## src/rtl/cfg_engage_pkg.sv

```systemverilog
package cfg_engage_pkg;

    // AXI4-Lite register map
    localparam logic [3:0] CTRL_OFFSET = 4'h0;
    localparam logic [3:0] STATUS_OFFSET = 4'h4;
    localparam int CTRL_ENABLE_BIT = 0;
    localparam logic CTRL_ENABLE_RESET = 1'b1;
    localparam int STATUS_PARKED_BIT = 0;
    localparam int STATUS_IO_CFG_BIT = 1;
    localparam int STATUS_HOLD_BIT = 2;
    localparam int STATUS_SCHEME_LSB = 4;
    localparam int STATUS_INSTR_LSB = 8;
    localparam logic [1:0] RESP_OKAY = 2'h0;
    localparam logic [1:0] RESP_SLVERR = 2'h2;

    // Synchroniser bundle bit positions
    localparam int SYNC_WIDTH = 9;
    localparam int SYNC_SCAN_CLOCK = 0;
    localparam int SYNC_UPDATE = 1;
    localparam int SYNC_TAP_RESET = 2;
    localparam int SYNC_REQ_N = 3;
    localparam int SYNC_SCHEME_LSB = 4;
    localparam int SYNC_INSTR_LSB = 6;
    localparam logic [SYNC_WIDTH-1:0] SYNC_RESET = 9'h008;

    // Timing
    localparam int CLOCK_PERIOD_PS = 5000;
    localparam int RECONFIG_HOLD_NS = 500;
    localparam int HOLD_CYCLES_INT =
        (RECONFIG_HOLD_NS * 1000 + CLOCK_PERIOD_PS - 1) / CLOCK_PERIOD_PS;
    localparam logic [7:0] HOLD_CYCLES = HOLD_CYCLES_INT[7:0];

    typedef enum logic [1:0] {
        PASSIVE_SERIAL_SCHEME = 2'h0,
        PASSIVE_PARALLEL_SCHEME = 2'h1,
        ACTIVE_SERIAL_SCHEME = 2'h2,
        ACTIVE_PARALLEL_SCHEME = 2'h3
    } scheme_type;

    typedef enum logic [2:0] {
        INSTR_BYPASS = 3'h0,
        INSTR_IO_CHAIN_RELOAD = 3'h1,
        INSTR_RECONFIG_PULSE = 3'h2,
        INSTR_CTRL_PARK = 3'h3,
        INSTR_CTRL_RESUME = 3'h4,
        INSTR_SCAN_PROGRAM = 3'h5,
        INSTR_SCAN_STARTUP = 3'h6,
        INSTR_OTHER = 3'h7
    } instr_type;

    typedef enum logic [2:0] {
        RS_IDLE = 3'b001,
        RS_HOLD = 3'b010,
        RS_START = 3'b100
    } recfg_state_type;

endpackage

```

## src/rtl/pin_sync_if.sv

```systemverilog
`timescale 1ns/10ps
interface pin_sync_if;
    import cfg_engage_pkg::*;
    logic [SYNC_WIDTH-1:0] raw;
    logic [SYNC_WIDTH-1:0] clean;
    modport sync_side (input raw, output clean);
    modport user_side (output raw, input clean);
endinterface

```

## src/rtl/pin_sync.sv

```systemverilog
`timescale 1ns/10ps
module pin_sync (
    input wire logic i_clock,
    input wire logic i_rst_n,
    pin_sync_if.sync_side bus
);
    import cfg_engage_pkg::*;

    logic [SYNC_WIDTH-1:0] s1_q, s2_q, s3_q, clean_q;
    logic [SYNC_WIDTH-1:0] s1_d, s2_d, s3_d, clean_d;

    // A bit only moves once the second and third stage agree
    genvar g;
    generate
        for (g = 0; g < SYNC_WIDTH; g++) begin : gen_bit
            always_comb begin
                s1_d[g] = bus.raw[g];
                s2_d[g] = s1_q[g];
                s3_d[g] = s2_q[g];
                clean_d[g] = (s2_q[g] == s3_q[g]) ? s3_q[g] : clean_q[g];
            end
        end
    endgenerate

    always_ff @(posedge i_clock) begin
        if (!i_rst_n) begin
            s1_q <= SYNC_RESET;
            s2_q <= SYNC_RESET;
            s3_q <= SYNC_RESET;
            clean_q <= SYNC_RESET;
        end else begin
            s1_q <= s1_d;
            s2_q <= s2_d;
            s3_q <= s3_d;
            clean_q <= clean_d;
        end
    end

    assign bus.clean = clean_q;
endmodule

```

## src/rtl/cfg_engage_ctrl.sv

```systemverilog
// Local design decisions: the placing of the registers and register access over AXI4-Lite.
`timescale 1ns/10ps
module cfg_engage_ctrl (
    input wire logic i_clock,
    input wire logic i_rst_n,
    input wire logic i_scan_clock,
    input wire logic i_instr_update,
    input wire logic [2:0] i_instr_code,
    input wire logic i_tap_reset_state,
    input wire logic i_reconfig_request_n,
    input wire logic [1:0] i_scheme_select_pins,
    input wire logic i_user_mode_reached,
    output logic o_ctrl_park,
    output logic o_ctrl_user_mode_go,
    output logic o_reconfig_start,
    output logic o_io_chain_reload,
    output logic o_user_io_oe_n,
    output logic o_config_status_out,
    output logic o_config_status_oe_n,
    input wire logic [31:0] s_axi_awaddr,
    input wire logic s_axi_awvalid,
    output logic s_axi_awready,
    input wire logic [31:0] s_axi_wdata,
    input wire logic [3:0] s_axi_wstrb,
    input wire logic s_axi_wvalid,
    output logic s_axi_wready,
    output logic [1:0] s_axi_bresp,
    output logic s_axi_bvalid,
    input wire logic s_axi_bready,
    input wire logic [31:0] s_axi_araddr,
    input wire logic s_axi_arvalid,
    output logic s_axi_arready,
    output logic [31:0] s_axi_rdata,
    output logic [1:0] s_axi_rresp,
    output logic s_axi_rvalid,
    input wire logic s_axi_rready
);
    import cfg_engage_pkg::*;

    pin_sync_if sync_bus ();

    assign sync_bus.raw = {i_instr_code, i_scheme_select_pins,
        i_reconfig_request_n, i_tap_reset_state, i_instr_update,
        i_scan_clock};

    pin_sync u_sync (
        .i_clock(i_clock),
        .i_rst_n(i_rst_n),
        .bus(sync_bus.sync_side)
    );

    logic scan_clk_c, update_c, tap_reset_c, req_n_c;
    logic [1:0] scheme_c;
    logic [2:0] instr_c;
    assign scan_clk_c = sync_bus.clean[SYNC_SCAN_CLOCK];
    assign update_c = sync_bus.clean[SYNC_UPDATE];
    assign tap_reset_c = sync_bus.clean[SYNC_TAP_RESET];
    assign req_n_c = sync_bus.clean[SYNC_REQ_N];
    assign scheme_c = sync_bus.clean[SYNC_SCHEME_LSB +: 2];
    assign instr_c = sync_bus.clean[SYNC_INSTR_LSB +: 3];

    // Control state
    logic ctrl_enable_q;
    logic scan_clk_prev_q, scan_clk_prev_d;
    logic tap_reset_prev_q, tap_reset_prev_d;
    instr_type instr_q, instr_d;
    logic parked_q, parked_d;
    recfg_state_type rs_q, rs_d;
    logic [7:0] hold_cnt_q, hold_cnt_d;
    logic park_out_q, park_out_d;
    logic go_q, go_d;
    logic start_q, start_d;
    logic reload_q, reload_d;
    logic io_oe_n_q, io_oe_n_d;
    logic status_oe_n_q, status_oe_n_d;

    logic take, active_scheme, serial_active, trigger;
    instr_type new_instr;

    always_comb begin
        new_instr = instr_type'(instr_c);
        take = scan_clk_c && !scan_clk_prev_q && update_c && ctrl_enable_q;
        active_scheme = scheme_c[1];
        serial_active = scheme_c == ACTIVE_SERIAL_SCHEME;
        scan_clk_prev_d = scan_clk_c;
        tap_reset_prev_d = tap_reset_c;
        instr_d = instr_q;
        parked_d = parked_q;
        go_d = 1'b0;
        reload_d = 1'b0;
        trigger = 1'b0;
        if (take) begin
            instr_d = new_instr;
        end
        if (tap_reset_c) begin
            instr_d = INSTR_BYPASS;
        end
        if (take && new_instr == INSTR_IO_CHAIN_RELOAD) begin
            reload_d = 1'b1;
        end
        if (take && new_instr == INSTR_RECONFIG_PULSE) begin
            trigger = 1'b1;
        end
        if (take && new_instr == INSTR_CTRL_RESUME) begin
            trigger = 1'b1;
            if (parked_q) begin
                go_d = active_scheme;
            end
            parked_d = 1'b0;
        end
        // Reset entry re-engages only the serial controller
        if (tap_reset_c && !tap_reset_prev_q && serial_active) begin
            parked_d = 1'b0;
        end
        if (i_user_mode_reached && parked_q) begin
            parked_d = 1'b0;
            go_d = 1'b1;
        end
        // Set wins over any clear arriving in the same cycle
        if (take && new_instr == INSTR_CTRL_PARK && active_scheme) begin
            parked_d = 1'b1;
        end
        park_out_d = parked_d;
        // Request pin restarts configuration but never touches parked_d
        rs_d = rs_q;
        hold_cnt_d = hold_cnt_q;
        start_d = 1'b0;
        unique case (rs_q)
            RS_IDLE: begin
                if (trigger || !req_n_c) begin
                    rs_d = RS_HOLD;
                    hold_cnt_d = HOLD_CYCLES;
                end
            end
            RS_HOLD: begin
                if (hold_cnt_q != 8'h00) begin
                    hold_cnt_d = hold_cnt_q - 8'h01;
                end else if (req_n_c) begin
                    rs_d = RS_START;
                end
            end
            RS_START: begin
                start_d = 1'b1;
                rs_d = RS_IDLE;
            end
        endcase
        // Device reset ends any scan instruction in force
        if (rs_q == RS_START) begin
            instr_d = INSTR_BYPASS;
        end
        io_oe_n_d = instr_d == INSTR_IO_CHAIN_RELOAD;
        // Status is pulled low only by a reconfiguration hold
        status_oe_n_d = rs_d != RS_HOLD;
    end

    // AXI4-Lite slave
    logic awready_q, awready_d, wready_q, wready_d;
    logic aw_have_q, aw_have_d, w_have_q, w_have_d;
    logic [3:0] awaddr_q, awaddr_d;
    logic [31:0] wdata_q, wdata_d;
    logic wstrb0_q, wstrb0_d;
    logic bvalid_q, bvalid_d, arready_q, arready_d, rvalid_q, rvalid_d;
    logic [1:0] bresp_q, bresp_d, rresp_q, rresp_d;
    logic [31:0] rdata_q, rdata_d;
    logic en_next;

    always_comb begin
        aw_have_d = aw_have_q;
        w_have_d = w_have_q;
        awaddr_d = awaddr_q;
        wdata_d = wdata_q;
        wstrb0_d = wstrb0_q;
        bvalid_d = bvalid_q;
        bresp_d = bresp_q;
        rvalid_d = rvalid_q;
        rresp_d = rresp_q;
        rdata_d = rdata_q;
        en_next = ctrl_enable_q;
        if (s_axi_awvalid && awready_q) begin
            aw_have_d = 1'b1;
            awaddr_d = s_axi_awaddr[3:0];
        end
        if (s_axi_wvalid && wready_q) begin
            w_have_d = 1'b1;
            wdata_d = s_axi_wdata;
            wstrb0_d = s_axi_wstrb[0];
        end
        if (aw_have_q && w_have_q && !bvalid_q) begin
            aw_have_d = 1'b0;
            w_have_d = 1'b0;
            bvalid_d = 1'b1;
            bresp_d = RESP_SLVERR;
            if (awaddr_q == CTRL_OFFSET) begin
                bresp_d = RESP_OKAY;
                if (wstrb0_q) begin
                    en_next = wdata_q[CTRL_ENABLE_BIT];
                end
            end else if (awaddr_q == STATUS_OFFSET) begin
                bresp_d = RESP_OKAY;
            end
        end
        if (bvalid_q && s_axi_bready) begin
            bvalid_d = 1'b0;
        end
        awready_d = !aw_have_d && !bvalid_d;
        wready_d = !w_have_d && !bvalid_d;
        if (s_axi_arvalid && arready_q) begin
            rvalid_d = 1'b1;
            rdata_d = 32'h0000_0000;
            rresp_d = RESP_OKAY;
            if (s_axi_araddr[3:0] == CTRL_OFFSET) begin
                rdata_d[CTRL_ENABLE_BIT] = ctrl_enable_q;
            end else if (s_axi_araddr[3:0] == STATUS_OFFSET) begin
                rdata_d[STATUS_PARKED_BIT] = parked_q;
                rdata_d[STATUS_IO_CFG_BIT] = io_oe_n_q;
                rdata_d[STATUS_HOLD_BIT] = rs_q != RS_IDLE;
                rdata_d[STATUS_SCHEME_LSB +: 2] = scheme_c;
                rdata_d[STATUS_INSTR_LSB +: 3] = instr_q;
            end else begin
                rresp_d = RESP_SLVERR;
            end
        end else if (rvalid_q && s_axi_rready) begin
            rvalid_d = 1'b0;
        end
        arready_d = !rvalid_d;
    end

    always_ff @(posedge i_clock) begin
        if (!i_rst_n) begin
            ctrl_enable_q <= CTRL_ENABLE_RESET;
            scan_clk_prev_q <= 1'b0;
            tap_reset_prev_q <= 1'b0;
            instr_q <= INSTR_BYPASS;
            parked_q <= 1'b0;
            rs_q <= RS_IDLE;
            hold_cnt_q <= 8'h00;
            park_out_q <= 1'b0;
            go_q <= 1'b0;
            start_q <= 1'b0;
            reload_q <= 1'b0;
            io_oe_n_q <= 1'b0;
            status_oe_n_q <= 1'b1;
            awready_q <= 1'b0;
            wready_q <= 1'b0;
            aw_have_q <= 1'b0;
            w_have_q <= 1'b0;
            awaddr_q <= 4'h0;
            wdata_q <= 32'h0000_0000;
            wstrb0_q <= 1'b0;
            bvalid_q <= 1'b0;
            bresp_q <= RESP_OKAY;
            arready_q <= 1'b0;
            rvalid_q <= 1'b0;
            rresp_q <= RESP_OKAY;
            rdata_q <= 32'h0000_0000;
        end else begin
            ctrl_enable_q <= en_next;
            scan_clk_prev_q <= scan_clk_prev_d;
            tap_reset_prev_q <= tap_reset_prev_d;
            instr_q <= instr_d;
            parked_q <= parked_d;
            rs_q <= rs_d;
            hold_cnt_q <= hold_cnt_d;
            park_out_q <= park_out_d;
            go_q <= go_d;
            start_q <= start_d;
            reload_q <= reload_d;
            io_oe_n_q <= io_oe_n_d;
            status_oe_n_q <= status_oe_n_d;
            awready_q <= awready_d;
            wready_q <= wready_d;
            aw_have_q <= aw_have_d;
            w_have_q <= w_have_d;
            awaddr_q <= awaddr_d;
            wdata_q <= wdata_d;
            wstrb0_q <= wstrb0_d;
            bvalid_q <= bvalid_d;
            bresp_q <= bresp_d;
            arready_q <= arready_d;
            rvalid_q <= rvalid_d;
            rresp_q <= rresp_d;
            rdata_q <= rdata_d;
        end
    end

    assign o_ctrl_park = park_out_q;
    assign o_ctrl_user_mode_go = go_q;
    assign o_reconfig_start = start_q;
    assign o_io_chain_reload = reload_q;
    assign o_user_io_oe_n = io_oe_n_q;
    assign o_config_status_out = 1'b0;
    assign o_config_status_oe_n = status_oe_n_q;
    assign s_axi_awready = awready_q;
    assign s_axi_wready = wready_q;
    assign s_axi_bresp = bresp_q;
    assign s_axi_bvalid = bvalid_q;
    assign s_axi_arready = arready_q;
    assign s_axi_rdata = rdata_q;
    assign s_axi_rresp = rresp_q;
    assign s_axi_rvalid = rvalid_q;
endmodule

```

## config.mk

```make
export PLATFORM = sky130hd
export DESIGN_NAME = cfg_engage_ctrl
export DESIGN_NICKNAME = d
export VERILOG_FILES = /design/src/rtl/cfg_engage_pkg.sv /design/src/rtl/pin_sync_if.sv /design/src/rtl/pin_sync.sv /design/src/rtl/cfg_engage_ctrl.sv
export SDC_FILE = /design/constraint.sdc
export NUM_CORES = 1
export LEC_CHECK = 0
export BUFFER_PORTS_ARGS = -buffer_cell sky130_fd_sc_hd__buf_2
export CAP_MARGIN = 20
export CORE_AREA = 2 2 88 90
export DETAILED_ROUTE_END_ITERATION = 8
export DIE_AREA = 0 0 90 92
export HOLD_SLACK_MARGIN = 0.06
export PLACE_DENSITY = 0.84
export SYNTH_ARGS = -nofsm -noshare
export SYNTH_HDL_FRONTEND = slang
export SYNTH_SLANG_ARGS = --single-unit
```

## constraint.sdc

```tcl
create_clock -name i_clock -period 2.67 [get_ports i_clock]
set_clock_uncertainty 0.2 [all_clocks]
set_input_delay 0.801 -clock i_clock [delete_from_list [all_inputs] [get_ports i_clock]]
set_output_delay 0.801 -clock i_clock [all_outputs]
set_load 0.05 [all_outputs]
```

Yosys cells after proc, flatten, opt, wreduce, memory -nomap -nowiden
Cells that the tools add are included.
{ "classes": {"add_sub_neg": 1, "eq_ne": 24, "n_mux": 40, "reduce_logical": 36} }
{ "ops": {"columns": ["cell", "n"], "rows": [
  ["3-bit two-way mux", 9],
  ["1-bit logical AND", 20],
  ["1-bit two-way mux", 20],
  ["8-bit two-way mux", 2],
  ["8-bit one-hot mux with 2 select lines", 1],
  ["2-bit two-way mux", 7],
  ["1-bit equality test", 9],
  ["3-bit by 1-bit equality test with 1-bit output, second input constant", 3],
  ["3-bit by 2-bit equality test with 1-bit output, second input constant", 3],
  ["3-bit one-hot mux with 3 select lines", 1],
  ["4-bit by 3-bit equality test with 1-bit output, second input constant", 2],
  ["1-bit logical NOT", 8],
  ["4-bit logical NOT", 2],
  ["8-bit nonzero test", 1],
  ["8-bit by 1-bit subtractor with 8-bit output, second input constant", 1],
  ["3-bit equality test, second input constant", 2],
  ["3-bit AND reduction", 2],
  ["2-bit inequality test, second input constant", 2],
  ["4-bit nonzero test", 1],
  ["3-bit by 1-bit inequality test with 1-bit output, second input constant", 1],
  ["3-bit by 2-bit inequality test with 1-bit output, second input constant", 1],
  ["2-bit equality test, second input constant", 1],
  ["2-bit nonzero test", 1],
  ["1-bit logical OR", 1]
]} }
{ "totals": {"ff_bits": 84, "input_bits": 117, "out_inout_bits": 48, "wordCells": 138} }

Logic depth before layout (Yosys ltp)
Gate-level depths: netlist of the first run.
{ "logic_depth": {"depth_word": 11, "ltp_mapped": 6, "mapped_depth_nobuf": 6} }

Modules after synthesis
A second synthesis of the first run with hierarchy kept.
{ "hier_totals": {"hier_cells": 313, "hier_area_um2": 3114.2} }
{ "by_module_without_submodules": {"columns": ["module", "n_inst", "cells_each", "area_each_um2", "seq_area_each_um2"], "rows": [
  ["cfg_engage_ctrl", 1, 220, 2043.2, 920.9],
  ["pin_sync", 1, 93, 1071.0, 720.7]
]} }

Least setup slack after synthesis of the first run
OpenSTA, ideal clock, no wires.
{ "synth_timing": {"path_type": "input to register", "startpoint": "input s_axi_araddr[1]", "endpoint": "register rdata_q[10] (netlist: s_axi_rdata[10])", "setup_time_ns": 0.066, "arrival_time_ns": 1.634, "required_time_ns": 2.404, "setup_slack_ns": 0.771, "cell_stages": 5, "n_path_buf": 1, "cell_sequence": "nor3_1 and4_1 clkbuf_1 a22oi_1 nor2_1"} }
{ "synth_between": {"elab_chain_len": 3, "word_cells_on_any_way": 4, "classes_between": "eq/ne: 1; mux: 2; reduce/logical: 1"} }
{ "synth_rtl": {"columns": ["element", "line_no", "rtl"], "rows": [
  ["from (decl)", "cfg_engage_ctrl.sv:30", "input wire logic [31:0] s_axi_araddr,"],
  ["4-bit by 3-bit equality test with 1-bit output", "cfg_engage_ctrl.sv:213", "end else if (s_axi_araddr[3:0] == STATUS_OFFSET) begin"],
  ["3-bit two-way mux", "cfg_engage_ctrl.sv:213", null],
  ["3-bit two-way mux *", "cfg_engage_ctrl.sv:211", "if (s_axi_araddr[3:0] == CTRL_OFFSET) begin"],
  ["to (signal assigned)", "cfg_engage_ctrl.sv:282", "rdata_q <= rdata_d;"],
  ["to (decl)", "cfg_engage_ctrl.sv:164", "logic [31:0] rdata_q, rdata_d;"]
]} }
Mark *: on every way between the ends. The rest lies on a longest branch, timed or not.
A chain may end at the register's enable or synchronous reset.

Worst setup path after layout of the first run
{ "layout_timing": {"startpoint": "register awready_q (netlist: s_axi_awready)", "endpoint": "output s_axi_awready"} }
{ "layout_lines": {"columns": ["element", "line_no", "rtl"], "rows": [
  ["from (decl)", "cfg_engage_ctrl.sv:157", "logic awready_q, awready_d, wready_q, wready_d;"],
  ["from (signal assigned)", "cfg_engage_ctrl.sv:270", "awready_q <= awready_d;"],
  ["to (decl)", "cfg_engage_ctrl.sv:22", "output logic s_axi_awready,"]
]} }
No word-level cell between the ends.

==> results of run 1 <==
[per-stage QoR]
step | setup slack [ps] | hold slack (ps) | area (um^2) | utilization (%) | std cells
6_report | 556.1 | 216.1 | 3608 | 48.45 | 483
5_1_grt | 505.2 | 242.3 | 3608 | 48.45 | 483
4_1_cts | 549.2 | 220.4 | 3608 | 48.45 | 483
3_5_place_dp | 555.6 | 200.1 | 3359 | 45.11 | 467
3_3_place_gp | 575.5 | 197.3 | 3359 | 45.11 | 467
2_1_floorplan | 770.5 | 186.3 | 3231 | - | 355
[worst reg2reg max path, cell delays in order (launching register included)]
cell and delay [ps]:
dfxtp_1 390, inv_1 100, ha_1 210, nand2b_1 190, nor2_4 90, or4_4 480, a21oi_2 120
[path summary, 6_finish.rpt]
check	start	to	depth (start not counted)
hold / removal	u_sync.s1_q[3]$_SDFF_PN1_	u_sync.s2_q[3]$_SDFF_PN1_	1
setup reg to reg	hold_cnt_q[0]$_SDFFE_PN0P_	hold_cnt_q[4]$_SDFFE_PN0P_	6
hold reg to reg	u_sync.s1_q[3]$_SDFF_PN1_	u_sync.s2_q[3]$_SDFF_PN1_	1
setup / recovery	s_axi_awready$_SDFF_PN0_	s_axi_awready	1
[power by group through the flow]
stage / registers, mW / clock network (mW) / logic, mW
2_1_floorplan: 1.32 / 0 / 0.165
3_3_place_gp: 1.30 / 0 / 0.195
3_5_place_dp: 1.30 / 0 / 0.197
4_1_cts: 1.27 / 1.11 / 0.197
5_1_grt: 1.28 / 1.16 / 0.210
6_report: 1.27 / 1.08 / 0.197
[logic make-up after synthesis]
logic type	share of synthesized area (%)
flip-flops	52.40
multiplexers	1.637
adder cells (fa/ha/maj)	0.7986
other	0.1197
XOR/XNOR	0.5592
AO/OA/AOI/OAI	13.26
buffers and inverters	8.666
AND/OR/NAND/NOR	22.56
[metal layers]
layer | part of all wire, % | GRT usage [%]
met1 | 47 | 17.62
met5 | 0 | 0
met4 | 1.7 | 7.821
met2 | 46 | 22.12
met3 | 6.2 | 3.040
[layout make-up]
class / instances / area, um^2
Tap cell: 102 / 127.6
Sequential cell: 82 / 1642
Clock inverter: 7 / 125.1
Fill cell: 703 / 3839
Clock buffer: 9 / 123.9
Multi-Input combinational cell: 228 / 1318
Inverter: 6 / 22.52
Timing Repair Buffer: 49 / 250.2
[state kept, by name, indices dropped and copies added (netlist names), 3 cells and up]
register / count
s_axi_rdata: 8
u_sync.s2_q: 9
hold_cnt_q: 8
u_sync.s1_q: 9
rs_q: 3
u_sync.s3_q: 9
u_sync.bus.clean: 9
instr_q: 3
awaddr_q: 4
[layout by cell type, fill, tap and decap left out, types with 3 or more instances in the layout]
cell type	netlist	layout
and3_1	4	4
nand2_1	24	24
and2_1	27	27
buf_2	1	47
nor3_1	5	5
clkbuf_8	0	9
a21oi_1	26	26
bufinv_16	0	3
o22ai_1	3	3
nand3b_1	3	3
nor2_1	27	27
nand2b_1	6	6
mux2i_1	4	4
a22oi_1	7	7
inv_1	6	6
dfxtp_1	82	82
nand3_1	12	12
conb_1	1	27
o21ai_0	12	12
o31a_1	5	5
==> results.md, run 1 <==
* Root buf cell: clkbuf_8
* Most frequent cell after synthesis: dfxtp_1
* Global route total overflow at 0
* Static Leakage at 1.524 nW
* Max VDD drop at 0.4007 mV
* TritonCTS clock tree: yes
* Vias in the first global route at 2086
* Crit-path cells: buf_2
* Post-CTS Hold Fix Bufs at 0
* Total track usage at 13.93%
* Synth unique cells at 50
* Pwr dens at 706.7 nW/um^2
* Fmax at 0.4731 GHz
* Ys flop type: dfxtp_1
* Clock buffer depth at 2
* Antenna cells at 0
* Core Area at 7447 um^2
* Cells after Synth at 329
* Max-cap viol count at 0
* DIE AREA at 8280 um^2
* Setup TNS at 0 ps
* Flops & latches, synth at 82
* Cts repair resizes at 0
* Final wirelength at 5559 um
* Final Critical Period at 2114 ps
* Initial Utilization at 42.07%
* Combinational Power Share at 7.7%
* CTS Buf Count at 9
* Yosys warns at 0
* Worst-path clk slew at 90 ps
* R2R setup slack at 820 ps
* DR WL/cell at 11.51 um
* P_int at 1.927 mW
* Chip width at 90 um
* Seq pwr share at 49.8%
* Die height at 92 um
* Nets at 495
* Crit path max-delay family: flip-flops
* Post-synthesis area per instance at 9.523 um^2
* Largest area contributor in the netlist: dfxtp_1
* Endpoints failing hold at 0
* RSZ-0062 raised after global routing: false
* Share of post-route cells with drive strength above 1 at 20.21%
* Clk_lat worst skew at 350 ps
* First-pass GRT wire length at 9466 um
* Async S/R FF share, synth at 0%
* Num ports at 165
* Via count at 2313
* Clock Sinks at 82
* Synth area leaders: dfxtp_1, buf_4, and2_1
* Status: finished clean
* Vias/cell at 4.789
* Min-Delay Path Class: flip-flop to flip-flop
* Post-synthesis sequential area ratio at 52.40%
* Crit Path Class: flip-flop to output pin
* EDFF count, synth at 0
* Switching share of power at 24.41%
* Post-DRT Antenna Nets at 0
* Clock share of power at 42.5%
* Initial DRC Count at 115
* Buf/Inv on CP at 1
* Yosys top cell area share at 52.40%
* Worst slew pin tran at 639.5 ps
* Power Total at 2.550 mW
* CP max FO at 7
* Slew Limit Headroom at 57.28%
* Largest net degree at the start of global routing at 50
* Setup violators final at 0
* CP Launch Type: flip-flop
* Commonest cells in the netlist: dfxtp_1, and2_1, buf_4, nor2_1, a21oi_1
* Row count at 32
* CP max-delay cell: dfxtp_1
* CP required at 1670 ps
* # DRC at 0
* Routability cong. at 0.7857
* Fin. max-slew vios at 0
* Critical path data arrival time at 1110 ps
* Syn-to-layout area delta at 15.18%
* Detailed-router iteration count before antenna repair at 4
* Net Sw Power at 0.6225 mW
* Mapped Area at 3133 um^2
* Initial antenna violation count at 0
* HPWL Detailed at 4036 um
* Final period util at 79.17%
* H-Tree Depth at 3
* Setup repair bufs after CTS at 0
* Nature of the critical path endpoint: output pin
* Port bufs at 47
* CP peak stage delay at 450 ps
No activity file was read; power rests on OpenSTA's default activity.
==> run 2, diff against run 1 <==
==> constraint.sdc (replaced) <==
create_clock -name i_clock -period 2 [get_ports i_clock]
set_clock_uncertainty 0.2 [all_clocks]
set_input_delay 0.6 -clock i_clock [delete_from_list [all_inputs] [get_ports i_clock]]
set_output_delay 0.6 -clock i_clock [all_outputs]
set_load 0.05 [all_outputs]
==> results.md, run 2 (synthesis results as in run 1) <==
* R2R setup slack at 140 ps (-680 ps)
* H-Tree Depth at 3 (unchanged)
* Num ports at 165 (unchanged)
* Setup repair bufs after CTS at 0 (unchanged)
* Hold endpoint: u_sync.s2_q[3]$_SDFF_PN1_
* Max VDD drop at 0.5198 mV (+30%)
* Post-CTS Hold Fix Bufs at 0 (unchanged)
* Routability cong. at 0.7974 (+1.5%)
* Final wirelength at 5715 um (+2.8%)
* Crit path max-delay family: flip-flops
* # DRC at 0 (unchanged)
* Most common cell after layout, fill and taps aside: dfxtp_1
* Vias in the first global route at 2154 (+3.3%)
* Worst-path clk slew at 90 ps (about the same)
* Placed instance count at 472 (+1.1%)
* Grt met1 use at 17.38% (-0.24 points)
* Fin cells at 488 (+1.0%)
* Die height at 92 um (unchanged)
* CTS Buf Count at 9 (unchanged)
* Clock buffer depth at 2 (unchanged)
* Endpoints failing hold at 0 (unchanged)
* CP required at 1200 ps (-470 ps)
* Share of post-route cells with drive strength above 1 at 21.24% (+1.0 points)
* Initial DRC Count at 84 (-27%)
* Crit Path Class: flip-flop to output pin
* Initial Utilization at 42.07% (unchanged)
* Cts repair resizes at 0 (unchanged)
* Most frequent cells in the layout: dfxtp_1, buf_2, nor2_1, and2_1, conb_1
* RR Endpoint: hold_cnt_q[4]$_SDFFE_PN0P_
* Static Leakage at 1.545 nW (+1.4%)
* Final Critical Period at 1910 ps
* First-pass GRT wire length at 9535 um (+0.73%)
* CP Launch Type: flip-flop
* Critical path data arrival time at 1110 ps (about the same)
* Clock Sinks at 82 (unchanged)
* Clk_lat worst skew at 350 ps (about the same)
* Reg2reg start: hold_cnt_q[0]$_SDFFE_PN0P_
* Fin. max-slew vios at 0 (unchanged)
* Final period util at 95.48%
* DIE AREA at 8280 um^2 (unchanged)
* Core Util, Final at 48.92% (+0.47 points)
* Total track usage at 14.32% (+0.40 points)
* Min-Delay Path Class: flip-flop to flip-flop
* Nets at 500 (+1.0%)
* Detailed-router iteration count before antenna repair at 4 (unchanged)
* DP Area at 3410 um^2 (+1.5%)
* Fmax at 0.5237 GHz
* Fill cells at 687 (-2.3%)
* CP max-delay cell: dfxtp_1
* Final instance area at 3643 um^2 (+0.97%)
* Post-place setup slack at 151.3 ps (-404.4 ps)
* Hold Crit Depth at 1 (unchanged)
* Vias/cell at 4.766 (-0.47%)
* Global routing usage on met2 at 23.87% (+1.8 points)
* Max-cap viol count at 0 (unchanged)
* Antenna cells at 0 (unchanged)
* GRT met3 Usage at 3.615% (+0.58 points)
* Port bufs at 47 (unchanged)
* CP max FO at 7 (unchanged)
* Global route hottest layer: met2
* Setup TNS at 0 ps (unchanged)
* Row count at 32 (unchanged)
* HPWL Detailed at 4209 um (+4.3%)
* Core Area at 7447 um^2 (unchanged)
* Min-delay src: u_sync.s1_q[3]$_SDFF_PN1_
* CP peak stage delay at 450 ps (about the same)
* Nature of the critical path endpoint: output pin
* RSZ-0062 raised after global routing: false
* Status: finished clean
* Setup violators final at 0 (unchanged)
* Tightest hold margin at 219.6 ps (+3.515 ps)
* Via count at 2326 (+0.56%)
* Largest net degree at the start of global routing at 27 (-46%)
* R2R depth at 6 (unchanged)
* Post-DRT Antenna Nets at 0 (unchanged)
* Power Total at 3.327 mW (+30%)
* Chip width at 90 um (unchanged)
* Buf/Inv on CP at 1 (unchanged)
* Syn-to-layout area delta at 16.29%
* Pwr dens at 913.1 nW/um^2 (+29%)
* Root buf cell: clkbuf_8
* TritonCTS clock tree: yes
* Global route total overflow at 0 (unchanged)
* Initial antenna violation count at 0 (unchanged)
* Smallest setup slack after layout at 90.40 ps (-465.7 ps)
* DR WL/cell at 11.71 um (+1.8%)
* Crit-path cells: buf_2
run 2: report_power, final:
group          total, mW  internal [mW]  switching (mW)
clock network       1.36          0.754           0.603
registers           1.70           1.67          0.0233
logic              0.273         0.0631           0.210
total               3.33           2.49           0.837
run 2: final cells by class:
type | count | area [um^2] | share of cell area [%]
clock buffers | 10 | 137.6 | 3.777
clock inverters | 6 | 96.34 | 2.644
inverters | 6 | 22.52 | 0.6181
multi-input cells | 228 | 1318 | 36.16
flip-flops and latches | 82 | 1642 | 45.05
well taps | 102 | 127.6 | 3.503
repair buffers | 54 | 300.3 | 8.242
run 2: how the worst max path moves through the flow:
stage	startpoint	endpoint	slack, ps	cells past startpoint
final	s_axi_awready$_SDFF_PN0_	s_axi_awready	90	1
after global placement	hold_cnt_q[0]$_SDFFE_PN0P_	hold_cnt_q[4]$_SDFFE_PN0P_	210	6
after global routing	s_axi_awready$_SDFF_PN0_	s_axi_awready	40	1
after detailed placement	s_axi_araddr[1]	s_axi_rdata[10]$_SDFFE_PN0P_	150	5
after CTS	s_axi_awready$_SDFF_PN0_	s_axi_awready	90	1
after floorplan	hold_cnt_q[0]$_SDFFE_PN0P_	hold_cnt_q[4]$_SDFFE_PN0P_	280	6
run 2: layer usage:
layer	share of wire, %	vias up
li1	-	1177
met1	46	1078
met2	48	66
met3	4.8	5
met4	1.6	0
met5	0	-
